**src/pmc_pkg.sv**
```systemverilog
// shared constants and types for the power monitor control block
package pmc_pkg;

  // --------------------------------------------------------------
  // command codes of the reachable registers
  // --------------------------------------------------------------
  localparam logic [7:0] CMD_AUX_PEAK = 8'hD2;
  localparam logic [7:0] CMD_RUN_CTRL = 8'hD3;
  localparam logic [7:0] CMD_SAMPLE_CFG = 8'hD4;
  localparam logic [7:0] CMD_ALERT_EN = 8'hD5;

  // --------------------------------------------------------------
  // reset values and field layout
  // --------------------------------------------------------------
  localparam logic [15:0] AUX_PEAK_RESET = 16'h0000;
  localparam logic [15:0] AUX_PEAK_CLEAR = 16'h0000;
  localparam logic [7:0] RUN_CTRL_RESET = 8'h01;
  localparam logic [7:0] SAMPLE_CFG_RESET = 8'h8F;
  localparam logic [15:0] ALERT_EN_RESET = 16'h8000;
  localparam int RUN_BIT = 0;
  localparam int MODE_BIT = 7;
  localparam int AUX_EN_BIT = 6;
  localparam int RANGE_LSB = 3;
  localparam int RANGE_MSB = 4;
  localparam int AVG_LSB = 0;
  localparam int AVG_MSB = 2;
  localparam int FET_ALERT_BIT = 15;
  localparam int OC_ALERT_BIT = 14;
  localparam int OV_ALERT_BIT = 13;
  localparam logic [1:0] RANGE_25MV = 2'h1;
  localparam logic [1:0] RANGE_50MV = 2'h2;

  // --------------------------------------------------------------
  // sizes
  // --------------------------------------------------------------
  localparam int SAMPLE_W = 12;
  localparam int AVG_CODE_W = 3;
  localparam int NUM_CH = 3;
  localparam logic [7:0] ROUND_ONE = 8'h01;

  // --------------------------------------------------------------
  // types
  // --------------------------------------------------------------
  typedef struct packed {
    logic wr;
    logic rd;
    logic [7:0] code;
    logic [15:0] wdata;
  } pmc_cmd_t;

  typedef enum logic [1:0] {
    CH_VIN = 2'b00,
    CH_OUTPUT_CURRENT = 2'b01,
    CH_AUX = 2'b10
  } pmc_chan_t;

  typedef enum logic [1:0] {
    ST_IDLE = 2'b00,
    ST_CONVERT = 2'b01,
    ST_WAIT = 2'b10,
    ST_ROUND = 2'b11
  } pmc_state_t;

  typedef enum logic [2:0] {
    SEL_NONE = 3'b000,
    SEL_PEAK = 3'b001,
    SEL_RUN = 3'b010,
    SEL_CFG = 3'b011,
    SEL_ALERT = 3'b100
  } pmc_sel_t;

endpackage

```
**src/pmc_channel_averager.sv**
```systemverilog
// accumulator that averages one telemetry channel over a power-of-two count
module pmc_channel_averager
  import pmc_pkg::*;
#(
  parameter int SAMPLE_WIDTH = SAMPLE_W,
  parameter int CODE_WIDTH = AVG_CODE_W
) (
  input wire logic core_clk_in, // device clock
  input wire logic reset_n_in, // async reset, active low
  input wire logic clear_in, // restart accumulation
  input wire logic sample_valid_in, // one new sample
  input wire logic [SAMPLE_WIDTH-1:0] sample_in, // sample code
  input wire logic [CODE_WIDTH-1:0] avg_code_in, // log2 of sample count
  output logic [SAMPLE_WIDTH-1:0] average_out // mean of accumulated samples
);

  localparam int ACC_W = SAMPLE_WIDTH + (1 << CODE_WIDTH) - 1;

  logic [ACC_W-1:0] acc_q;
  logic [ACC_W-1:0] acc_shift;

  // --------------------------------------------------------------
  // accumulate
  // --------------------------------------------------------------
  // clear and a sample in the same cycle start a fresh sum with it
  always_ff @(posedge core_clk_in or negedge reset_n_in) begin
    if (!reset_n_in) begin
      acc_q <= '0;
    end else if (clear_in) begin
      acc_q <= sample_valid_in ? ACC_W'(sample_in) : '0;
    end else if (sample_valid_in) begin
      acc_q <= acc_q + ACC_W'(sample_in);
    end
  end

  // --------------------------------------------------------------
  // divide by shifting; the count is always a power of two
  // --------------------------------------------------------------
  always_comb begin
    acc_shift = acc_q >> avg_code_in;
    average_out = acc_shift[SAMPLE_WIDTH-1:0];
  end

endmodule

```
**src/pmc_monitor_control.sv**
```systemverilog
// power monitor sampling control, peak hold and alert enables
module pmc_monitor_control
  import pmc_pkg::*;
#(
  parameter logic [1:0] SENSE_RANGE_RESET = RANGE_25MV
) (
  input wire logic core_clk_in, // device clock, 125 MHz
  input wire logic reset_n_in, // async reset, active low
  input wire pmc_cmd_t cmd_in, // decoded bus command
  output logic [15:0] rdata_out, // read data
  output logic rack_out, // read data valid pulse
  output logic cmd_err_out, // unmapped command pulse
  output logic adc_start_out, // conversion request pulse
  output logic [1:0] adc_channel_out, // channel to convert
  input wire logic adc_done_in, // conversion finished pulse
  input wire logic [SAMPLE_W-1:0] adc_data_in, // conversion result
  input wire logic fet_fault_status_in, // fet health fault flag
  input wire logic overcurrent_fault_status_in, // overcurrent fault flag
  input wire logic input_overvoltage_status_in, // input overvoltage flag
  output logic alert_out, // alert request, active high
  output logic [1:0] sense_range_select_out, // current sense range
  output logic monitor_busy_out, // sampling in progress
  output logic result_valid_out, // new averages pulse
  output logic [SAMPLE_W-1:0] vin_avg_out, // averaged input voltage
  output logic [SAMPLE_W-1:0] output_current_avg_out, // averaged output current
  output logic [SAMPLE_W-1:0] aux_voltage_avg_out // averaged aux voltage
);

  // --------------------------------------------------------------
  // decode
  // --------------------------------------------------------------
  function automatic pmc_sel_t decode_cmd(input logic [7:0] code);
    pmc_sel_t sel;
    sel = SEL_NONE;
    if (code == CMD_AUX_PEAK) begin
      sel = SEL_PEAK;
    end else if (code == CMD_RUN_CTRL) begin
      sel = SEL_RUN;
    end else if (code == CMD_SAMPLE_CFG) begin
      sel = SEL_CFG;
    end else if (code == CMD_ALERT_EN) begin
      sel = SEL_ALERT;
    end
    return sel;
  endfunction

  pmc_sel_t wr_sel;
  pmc_sel_t rd_sel;
  logic wr_peak;
  logic wr_run;
  logic wr_cfg;
  logic wr_alert;

  always_comb begin
    wr_sel = decode_cmd(cmd_in.code);
    rd_sel = decode_cmd(cmd_in.code);
    wr_peak = cmd_in.wr && (wr_sel == SEL_PEAK);
    wr_run = cmd_in.wr && (wr_sel == SEL_RUN);
    wr_cfg = cmd_in.wr && (wr_sel == SEL_CFG);
    wr_alert = cmd_in.wr && (wr_sel == SEL_ALERT);
  end

  // --------------------------------------------------------------
  // registers
  // --------------------------------------------------------------
  logic run_q;
  logic mode_q;
  logic aux_en_q;
  logic [1:0] range_q;
  logic [AVG_CODE_W-1:0] avg_q;
  logic fet_alert_en_q;
  logic oc_alert_en_q;
  logic ov_alert_en_q;
  logic [SAMPLE_W-1:0] peak_q;

  pmc_state_t state_q;
  pmc_chan_t chan_q;
  logic [7:0] round_q;
  logic cyc_aux_q;
  logic [AVG_CODE_W-1:0] cyc_avg_q;
  logic round_last;
  logic cycle_done;
  logic start_cycle;
  logic [NUM_CH-1:0] sample_valid;
  logic avg_clear;
  logic [SAMPLE_W-1:0] avg_result [NUM_CH];

  always_comb begin
    round_last = (round_q == ((ROUND_ONE << cyc_avg_q) - ROUND_ONE));
    // a stop landing in the last round must not publish a partial result
    cycle_done = run_q && (state_q == ST_ROUND) && round_last;
    start_cycle = run_q && ((state_q == ST_IDLE) || cycle_done);
    avg_clear = start_cycle;
  end

  // run bit: a host write wins over the self-clear in the same cycle
  always_ff @(posedge core_clk_in or negedge reset_n_in) begin
    if (!reset_n_in) begin
      run_q <= RUN_CTRL_RESET[RUN_BIT];
    end else if (wr_run) begin
      run_q <= cmd_in.wdata[RUN_BIT];
    end else if (cycle_done && !mode_q) begin
      run_q <= 1'b0;
    end
  end

  // reserved range codes are refused and the old range is kept
  always_ff @(posedge core_clk_in or negedge reset_n_in) begin
    if (!reset_n_in) begin
      mode_q <= SAMPLE_CFG_RESET[MODE_BIT];
      aux_en_q <= SAMPLE_CFG_RESET[AUX_EN_BIT];
      range_q <= SENSE_RANGE_RESET;
      avg_q <= SAMPLE_CFG_RESET[AVG_MSB:AVG_LSB];
    end else if (wr_cfg) begin
      mode_q <= cmd_in.wdata[MODE_BIT];
      aux_en_q <= cmd_in.wdata[AUX_EN_BIT];
      avg_q <= cmd_in.wdata[AVG_MSB:AVG_LSB];
      if ((cmd_in.wdata[RANGE_MSB:RANGE_LSB] == RANGE_25MV) ||
          (cmd_in.wdata[RANGE_MSB:RANGE_LSB] == RANGE_50MV)) begin
        range_q <= cmd_in.wdata[RANGE_MSB:RANGE_LSB];
      end
    end
  end

  always_ff @(posedge core_clk_in or negedge reset_n_in) begin
    if (!reset_n_in) begin
      fet_alert_en_q <= ALERT_EN_RESET[FET_ALERT_BIT];
      oc_alert_en_q <= ALERT_EN_RESET[OC_ALERT_BIT];
      ov_alert_en_q <= ALERT_EN_RESET[OV_ALERT_BIT];
    end else if (wr_alert) begin
      fet_alert_en_q <= cmd_in.wdata[FET_ALERT_BIT];
      oc_alert_en_q <= cmd_in.wdata[OC_ALERT_BIT];
      ov_alert_en_q <= cmd_in.wdata[OV_ALERT_BIT];
    end
  end

  // --------------------------------------------------------------
  // aux peak hold
  // --------------------------------------------------------------
  // a new result in the clear cycle is kept, so no peak is lost
  always_ff @(posedge core_clk_in or negedge reset_n_in) begin
    if (!reset_n_in) begin
      peak_q <= AUX_PEAK_RESET[SAMPLE_W-1:0];
    end else if (cycle_done && cyc_aux_q &&
                 ((avg_result[CH_AUX] > peak_q) ||
                  (wr_peak && cmd_in.wdata == AUX_PEAK_CLEAR))) begin
      peak_q <= avg_result[CH_AUX];
    end else if (wr_peak && (cmd_in.wdata == AUX_PEAK_CLEAR)) begin
      peak_q <= AUX_PEAK_CLEAR[SAMPLE_W-1:0];
    end
  end

  // --------------------------------------------------------------
  // sampling sequencer
  // --------------------------------------------------------------
  // settings are latched per cycle so a mid-cycle write cannot mix counts
  always_ff @(posedge core_clk_in or negedge reset_n_in) begin
    if (!reset_n_in) begin
      state_q <= ST_IDLE;
      chan_q <= CH_VIN;
      round_q <= '0;
      cyc_aux_q <= 1'b0;
      cyc_avg_q <= '0;
    end else if (!run_q) begin
      state_q <= ST_IDLE;
      chan_q <= CH_VIN;
    end else begin
      case (state_q)
        ST_IDLE: begin
          state_q <= ST_CONVERT;
          chan_q <= CH_VIN;
          round_q <= '0;
          cyc_aux_q <= aux_en_q;
          cyc_avg_q <= avg_q;
        end
        ST_CONVERT: begin
          state_q <= ST_WAIT;
        end
        ST_WAIT: begin
          if (adc_done_in) begin
            if (chan_q == CH_VIN) begin
              chan_q <= CH_OUTPUT_CURRENT;
              state_q <= ST_CONVERT;
            end else if ((chan_q == CH_OUTPUT_CURRENT) && cyc_aux_q) begin
              chan_q <= CH_AUX;
              state_q <= ST_CONVERT;
            end else begin
              state_q <= ST_ROUND;
            end
          end
        end
        ST_ROUND: begin
          chan_q <= CH_VIN;
          if (round_last) begin
            if (mode_q) begin
              state_q <= ST_CONVERT;
              round_q <= '0;
              cyc_aux_q <= aux_en_q;
              cyc_avg_q <= avg_q;
            end else begin
              state_q <= ST_IDLE;
            end
          end else begin
            state_q <= ST_CONVERT;
            round_q <= round_q + ROUND_ONE;
          end
        end
        default: begin
          state_q <= ST_IDLE;
        end
      endcase
    end
  end

  always_ff @(posedge core_clk_in or negedge reset_n_in) begin
    if (!reset_n_in) begin
      adc_start_out <= 1'b0;
      adc_channel_out <= CH_VIN;
      monitor_busy_out <= 1'b0;
    end else begin
      adc_start_out <= run_q && (state_q == ST_CONVERT);
      adc_channel_out <= chan_q;
      monitor_busy_out <= run_q && (state_q != ST_IDLE);
    end
  end

  // --------------------------------------------------------------
  // averaging per channel
  // --------------------------------------------------------------
  genvar ch;
  generate
    for (ch = 0; ch < NUM_CH; ch++) begin : g_avg
      assign sample_valid[ch] = run_q && (state_q == ST_WAIT) && adc_done_in &&
                                (chan_q == pmc_chan_t'(ch));
      pmc_channel_averager #(
        .SAMPLE_WIDTH(SAMPLE_W),
        .CODE_WIDTH(AVG_CODE_W)
      ) u_avg (
        .core_clk_in(core_clk_in),
        .reset_n_in(reset_n_in),
        .clear_in(avg_clear),
        .sample_valid_in(sample_valid[ch]),
        .sample_in(adc_data_in),
        .avg_code_in(cyc_avg_q),
        .average_out(avg_result[ch])
      );
    end
  endgenerate

  always_ff @(posedge core_clk_in or negedge reset_n_in) begin
    if (!reset_n_in) begin
      result_valid_out <= 1'b0;
      vin_avg_out <= '0;
      output_current_avg_out <= '0;
      aux_voltage_avg_out <= '0;
    end else begin
      result_valid_out <= cycle_done;
      if (cycle_done) begin
        vin_avg_out <= avg_result[CH_VIN];
        output_current_avg_out <= avg_result[CH_OUTPUT_CURRENT];
        if (cyc_aux_q) begin
          aux_voltage_avg_out <= avg_result[CH_AUX];
        end
      end
    end
  end

  // --------------------------------------------------------------
  // alert and outputs
  // --------------------------------------------------------------
  always_ff @(posedge core_clk_in or negedge reset_n_in) begin
    if (!reset_n_in) begin
      alert_out <= 1'b0;
      sense_range_select_out <= SENSE_RANGE_RESET;
    end else begin
      alert_out <= (fet_alert_en_q && fet_fault_status_in) ||
                   (oc_alert_en_q && overcurrent_fault_status_in) ||
                   (ov_alert_en_q && input_overvoltage_status_in);
      sense_range_select_out <= range_q;
    end
  end

  // --------------------------------------------------------------
  // read path
  // --------------------------------------------------------------
  logic [15:0] rd_word;

  always_comb begin
    rd_word = '0;
    if (rd_sel == SEL_PEAK) begin
      rd_word = {4'h0, peak_q};
    end else if (rd_sel == SEL_RUN) begin
      rd_word = {8'h00, 7'h00, run_q};
    end else if (rd_sel == SEL_CFG) begin
      rd_word = {8'h00, mode_q, aux_en_q, 1'b0, range_q, avg_q};
    end else if (rd_sel == SEL_ALERT) begin
      rd_word = {fet_alert_en_q, oc_alert_en_q, ov_alert_en_q, 13'h0000};
    end
  end

  always_ff @(posedge core_clk_in or negedge reset_n_in) begin
    if (!reset_n_in) begin
      rdata_out <= '0;
      rack_out <= 1'b0;
      cmd_err_out <= 1'b0;
    end else begin
      rack_out <= cmd_in.rd;
      rdata_out <= cmd_in.rd ? rd_word : '0;
      cmd_err_out <= (cmd_in.rd || cmd_in.wr) && (rd_sel == SEL_NONE);
    end
  end

endmodule

```
**config.mk**
```make
export PLATFORM = sky130hd
export DESIGN_NAME = pmc_monitor_control
export DESIGN_NICKNAME = d
export VERILOG_FILES = /design/src/pmc_pkg.sv /design/src/pmc_channel_averager.sv /design/src/pmc_monitor_control.sv
export SDC_FILE = /design/constraint.sdc
export NUM_CORES = 1
export LEC_CHECK = 0
export BUFFER_PORTS_ARGS = -buffer_cell sky130_fd_sc_hd__buf_2
export CORE_AREA = 2 2 143 145
export CTS_BUF_LIST = sky130_fd_sc_hd__clkbuf_16
export DETAILED_ROUTE_END_ITERATION = 10
export DIE_AREA = 0 0 145 147
export GPL_TIMING_DRIVEN = 1
export PLACE_DENSITY = 0.73
export SYNTH_ARGS = -nofsm -noshare
export SYNTH_HDL_FRONTEND = slang
export SYNTH_SLANG_ARGS = --single-unit
```
**constraint.sdc**
```tcl
create_clock -name core_clk_in -period 4.4 [get_ports core_clk_in]
set_input_delay 0.22 -clock core_clk_in [delete_from_list [all_inputs] [get_ports core_clk_in]]
set_output_delay 0.22 -clock core_clk_in [all_outputs]
set_load 0.03 [all_outputs]
```
After elaboration in Yosys (flattened, before gate mapping) --
Cells that the tools add are included.
Operators by class: order comparisons 1, shift operators 4, reductions and logical operators 47, multiplexer cells 43, equal/unequal tests 22, add/sub/neg operators 5
Operator list (number):
- 19-bit 2-to-1 mux | 6
- 16-bit 2-to-1 mux | 5
- 12-bit 2-to-1 mux | 5
- 19-bit by 12-bit adder with 19-bit output | 3
- 19-bit by 3-bit right shift with 12-bit output | 3
- 8-bit equality test, second input constant | 4
- 1-bit logical AND | 23
- 2-bit 2-to-1 mux | 9
- 3-bit 2-to-1 mux | 6
- 16-bit logical NOT | 1
- 8-bit 2-to-1 mux | 2
- 8-bit case mux with 2 select lines | 1
- 2-bit nonzero test | 7
- 12-bit greater-than comparator | 1
- 8-bit by 1-bit adder with 8-bit output, second input constant | 1
- 2-bit equality test, second input constant | 4
- 8-bit equality test | 1
- 2-bit case mux with 4 select lines | 1
- 1-bit by 3-bit << shifter with 8-bit output, first input constant | 1
- 8-bit by 1-bit subtractor with 8-bit output, second input constant | 1
- 2-bit by 1-bit equality test with 1-bit output, second input constant | 3
- 3-bit by 2-bit equality test with 1-bit output, second input constant | 2
- 1-bit logical OR | 6
- 3-bit != test, second input constant | 2
- 16 further kinds | 24
Word-level totals: logic and storage cells 151, register bits after elaboration 158, output and inout bits 62

Logic depth before layout (Yosys ltp) --
depth in word-level cells 11, mapped depth 17, gate-level depth less buffers 13

Hierarchy --
From an unflattened synthesis, not the netlist that was laid out.
Unflattened totals: cells, all modules 1102, area total of the unflattened synthesis 10418.7 sq um
Modules (own cells, without submodules):
- pmc_monitor_control | sequential area each 2512.4 sq um, area each 4660.7 sq um, instances 1, cells an instance 392
- pmc_channel_averager at g_avg[1].u_avg ... | sequential area each 475.5 sq um, area each 1901.8 sq um, instances 2, cells an instance 235
- pmc_channel_averager at g_avg[0].u_avg | sequential area each 475.5 sq um, area each 1954.4 sq um, instances 1, cells an instance 240

Worst setup path after synthesis --
OpenSTA, ideal clock, no wires.
path type register to register, start point register cyc_avg_q[0], end point register output_current_avg_out[10], slack 1.062 ns, arrival time 3.213 ns, cell stages (with the launch flop) 13, data required time 4.275 ns, cells stage by stage dfrtp_1 buf_2 buf_1 buf_1 nand2_1 ha_1 xnor2_1 xnor2_1 or3_4 or3_4 nor2_8 buf_4 mux2_2
Between the ends: word-level cells in the longest chain between the ends 4
Ends and longest elaborated chain:
- start, declared | line pmc_monitor_control.sv:80 | logic [AVG_CODE_W-1:0] cyc_avg_q;
- start signal, assigned | line pmc_monitor_control.sv:174 | cyc_avg_q <= avg_q;
- start signal, assigned | line pmc_monitor_control.sv:199 | cyc_avg_q <= avg_q;
- 1-bit by 3-bit << shifter with 8-bit output | line pmc_monitor_control.sv:89 | round_last = (round_q == ((ROUND_ONE << cyc_avg_q) - ROUND_ONE));
- 8-bit by 1-bit subtractor with 8-bit output | line pmc_monitor_control.sv:89
- 8-bit equality test | line pmc_monitor_control.sv:89
- 1-bit logical AND | line pmc_monitor_control.sv:91 | cycle_done = run_q && (state_q == ST_ROUND) && round_last;
- end signal, assigned | line pmc_monitor_control.sv:260 | output_current_avg_out <= avg_result[CH_OUTPUT_CURRENT];
- end, declared | line pmc_monitor_control.sv:25 | output logic [SAMPLE_W-1:0] output_current_avg_out,
Parallel ways exist; a longest one is shown, timed or not. A chain may end at the register's enable or synchronous reset.

==> flow_metrics.env <==
export IMPL_outcome="completed"
export IMPL_wl_per_cell_um=17.2
export IMPL_end_kind="flop"
export IMPL_track_usage=0.247
export IMPL_setup_violations=0
export IMPL_min_period_over_period=0.872
export IMPL_nFillCells=1680
export IMPL_crit_fanout=29
export IMPL_numPortBuffers=104
export IMPL_drtAntennaViolNets=0
export IMPL_die_area_um2=21300
export IMPL_core_region_area_um2=19800
export IMPL_final_common_cell="dfrtp_1"
export IMPL_rows=52
export IMPL_worstPathArrival_ps=4200
export IMPL_ys_flop_type="dfrtp_1"
export IMPL_synth_avg_cell_area_um2=9.40
export IMPL_first_pass_iters=5
export IMPL_finalHoldViolCount=0
export IMPL_drv_slew=0
export IMPL_placed_cell_area_um2=11300
export IMPL_cts_tree="yes"
export IMPL_path_class="flop to flop"
export IMPL_maxCapViolCount=0
export IMPL_synth_edff_count=0
export IMPL_multi_input_area_um2=6160
export IMPL_fin_util=0.598
export IMPL_postLayoutCellArea_um2=11900
export IMPL_fin_ws_ps=561
export IMPL_holdWs_ps=18.8
export IMPL_dr_total_vias=8725
export IMPL_hold_path_class="input port to flop"
export IMPL_fin_nets=1306
export IMPL_ys_async_sr_fraction=1.00
export IMPL_required_ps=4760
export IMPL_finClkSkew_ps=7.58
export IMPL_path_clk_slew_ps=70
export IMPL_synth_seq_cells=157
export IMPL_antennaDiodeCount=0
export IMPL_grt_pass1_vias=8394
export IMPL_maxSlewHeadroom=0.299
export IMPL_antenna_found_initial=0
export IMPL_clock_sinks=157
export IMPL_netlist_area_um2=10500
export IMPL_wl_mm=25.6
export IMPL_period_minus_slack_ps=3840
export IMPL_seq_area_frac_synth=0.374
export IMPL_hpwlAfterDp_mm=18.8
export IMPL_htree_levels=4
export IMPL_startpoint_type="flop"
export IMPL_p_per_area_nw_per_um2=283
export IMPL_cts_made_buffers=17
export IMPL_mostFrequentLayoutCells="dfrtp_1 (148), o21ai_0 (113), nand2_1 (109)"
export IMPL_drt_iter0_markers=448
export IMPL_gp_congestion=0.846
export IMPL_syn_to_final_growth_pct=12.8
export IMPL_drive_gt1_frac=0.207
export IMPL_drc_errors=0
export IMPL_io_pin_count=106
export IMPL_yosys_warnings=0
export IMPL_fmax_ghz=0.261
export IMPL_grt_max_degree=75
export IMPL_p_leak_uw=0.00544
export IMPL_rsz0062_at_grt="false"
export IMPL_cts_root_buf="clkbuf_16"
export IMPL_cts_buffer_depth=2
export IMPL_syn_num_nets=1222
export IMPL_yosysUniqueCellTypes=77
export IMPL_die_y_um=147
export IMPL_tightest_slew_ps=1050
export IMPL_tns_ps=0
export IMPL_via_per_inst=5.87
export IMPL_seqCellArea_um2=3940
export IMPL_post_cts_resize_count=0
export IMPL_grt_overflow=0
export IMPL_grt_pass1_wl_mm=42.9
export IMPL_fp_dieW_um=145
export IMPL_syn_inst=1120
export IMPL_dp_slack_ps=641
export IMPL_start_util=0.530
export IMPL_worstSkewPairLatency_ps=430
export IMPL_peakVddDrop_v=0.000230
registers in the layout, indices dropped and copies added (netlist names), 2 cells and up:
signal and flops:
state_q 2, output_current_avg_out 12, g_avg.u_avg.acc_q 57, round_q 8
rdata_out 15, cyc_avg_q 3, vin_avg_out 12, avg_q 3
peak_q 12, chan_q 2, sense_range_select_out 2, adc_channel_out 2
aux_voltage_avg_out 12, range_q 2
cells by family (layout without fill, tap and decap cells):
family | Yosys count | after routing | synth area share
AOI/OAI and AO/OA | 332 | 332 | 0.207
and+or+nand+nor | 316 | 316 | 0.150
DFF | 157 | 157 | 0.374
muxes | 109 | 109 | 0.120
buffers and inverters | 104 | 201 | 0.0415
adders and majority gates | 58 | 58 | 0.0711
xor gates and xnor gates | 43 | 43 | 0.0358
other | 1 | 1 | 0.000356
path summary, 6_finish.rpt:
| check | from | endpoint | slack (ps) | depth (start not counted) |
|---|---|---|---|---|
| min in group asynchronous | reset_n_in | monitor_busy_out | 390 | 2 |
| min reg2reg | range_q[0] | sense_range_select_out[0] | 380 | 0 |
| max reg2reg | cyc_avg_q[1] | peak_q[1] | 560 | 11 |
| max in group asynchronous | reset_n_in | g_avg[2].u_avg.acc_q[12] | 2910 | 3 |
| min | input_overvoltage_status_in | alert_out | 20 | 3 |
| max | cyc_avg_q[1] | peak_q[1] | 560 | 11 |
repair_timing:
| item | CTS | global route |
|---|---|---|
| buffers inserted | 0 | 0 |
| hold endpoints to repair | 70 | 0 |
| hold buffers | 2 | 0 |
power breakdown:
part           total [µW]  switching, µW  internal (µW)
Sequential           1480           20.8           1460
Clock                1480            715            765
Combinational         404            249            155
Total                3360            985           2380
stage by stage:
| step | power, µW | instances |
|---|---|---|
| after floorplan | 1780 | 1120 |
| after global placement | 1900 | 1453 |
| after detailed placement | 1910 | 1453 |
| after CTS | 3380 | 1487 |
| after global routing | 3490 | 1487 |
| final | 3360 | 1487 |
final cells by class:
class / count / area share
clock buffer: 17 / 0.0358
clock inverter: 15 / 0.0140
inverter: 46 / 0.0145
multi-input combinational: 859 / 0.519
sequential: 157 / 0.332
tap: 270 / 0.0285
timing repair buffer: 123 / 0.0568
critical path, cell delays in order, from the launching register on:
cell	delay (ps)
dfrtp_2	730
buf_4	310
mux2_2	360
o21ai_0	220
mux2i_1	150
ha_1	340
a21oi_1	130
o21ai_0	90
o21ba_2	200
o32a_1	170
a31oi_1	780
a2bb2o_1	280
synth_stat cells, types with 5 or more instances:
library cell,n,area [µm²]
and3_1,10,62.6
nor2b_1,19,119
nand2b_1,11,68.8
xor2_1,24,210
buf_2,21,105
nand4_1,9,56.3
mux2i_1,41,410
ha_1,55,688
o211ai_1,13,97.6
o2bb2ai_1,19,166
and2_1,12,75.1
or2_2,5,31.3
nor3_1,13,65.1
a22oi_1,8,60.1
nand3_1,19,95.1
nor2_1,67,251
xnor2_1,19,166
a211oi_1,17,128
a22o_1,25,219
or3_1,11,68.8
nand2_1,109,409
buf_1,7,26.3
mux2_2,59,664
clkbuf_1,24,90.1
a21oi_1,66,330
dfrtp_1,149,3730
o21ai_0,113,566
o21a_1,9,67.6
inv_1,45,169
dfstp_2,8,210
mux4_2,8,180
buf_4,5,37.5
nor4_1,9,56.3
a21o_1,10,75.1
a31oi_1,12,75.1
routing by layer:
metal | vias to the layer above | GRT usage | wire [µm]
li1 | 4252 | - | -
met1 | 4214 | 0.351 | 12100
met2 | 227 | 0.393 | 11800
met3 | 32 | 0.0394 | 1290
met4 | 0 | 0.0743 | 450
met5 | - | 0 | 0
Note: power is estimated with default switching activity, not from simulation.
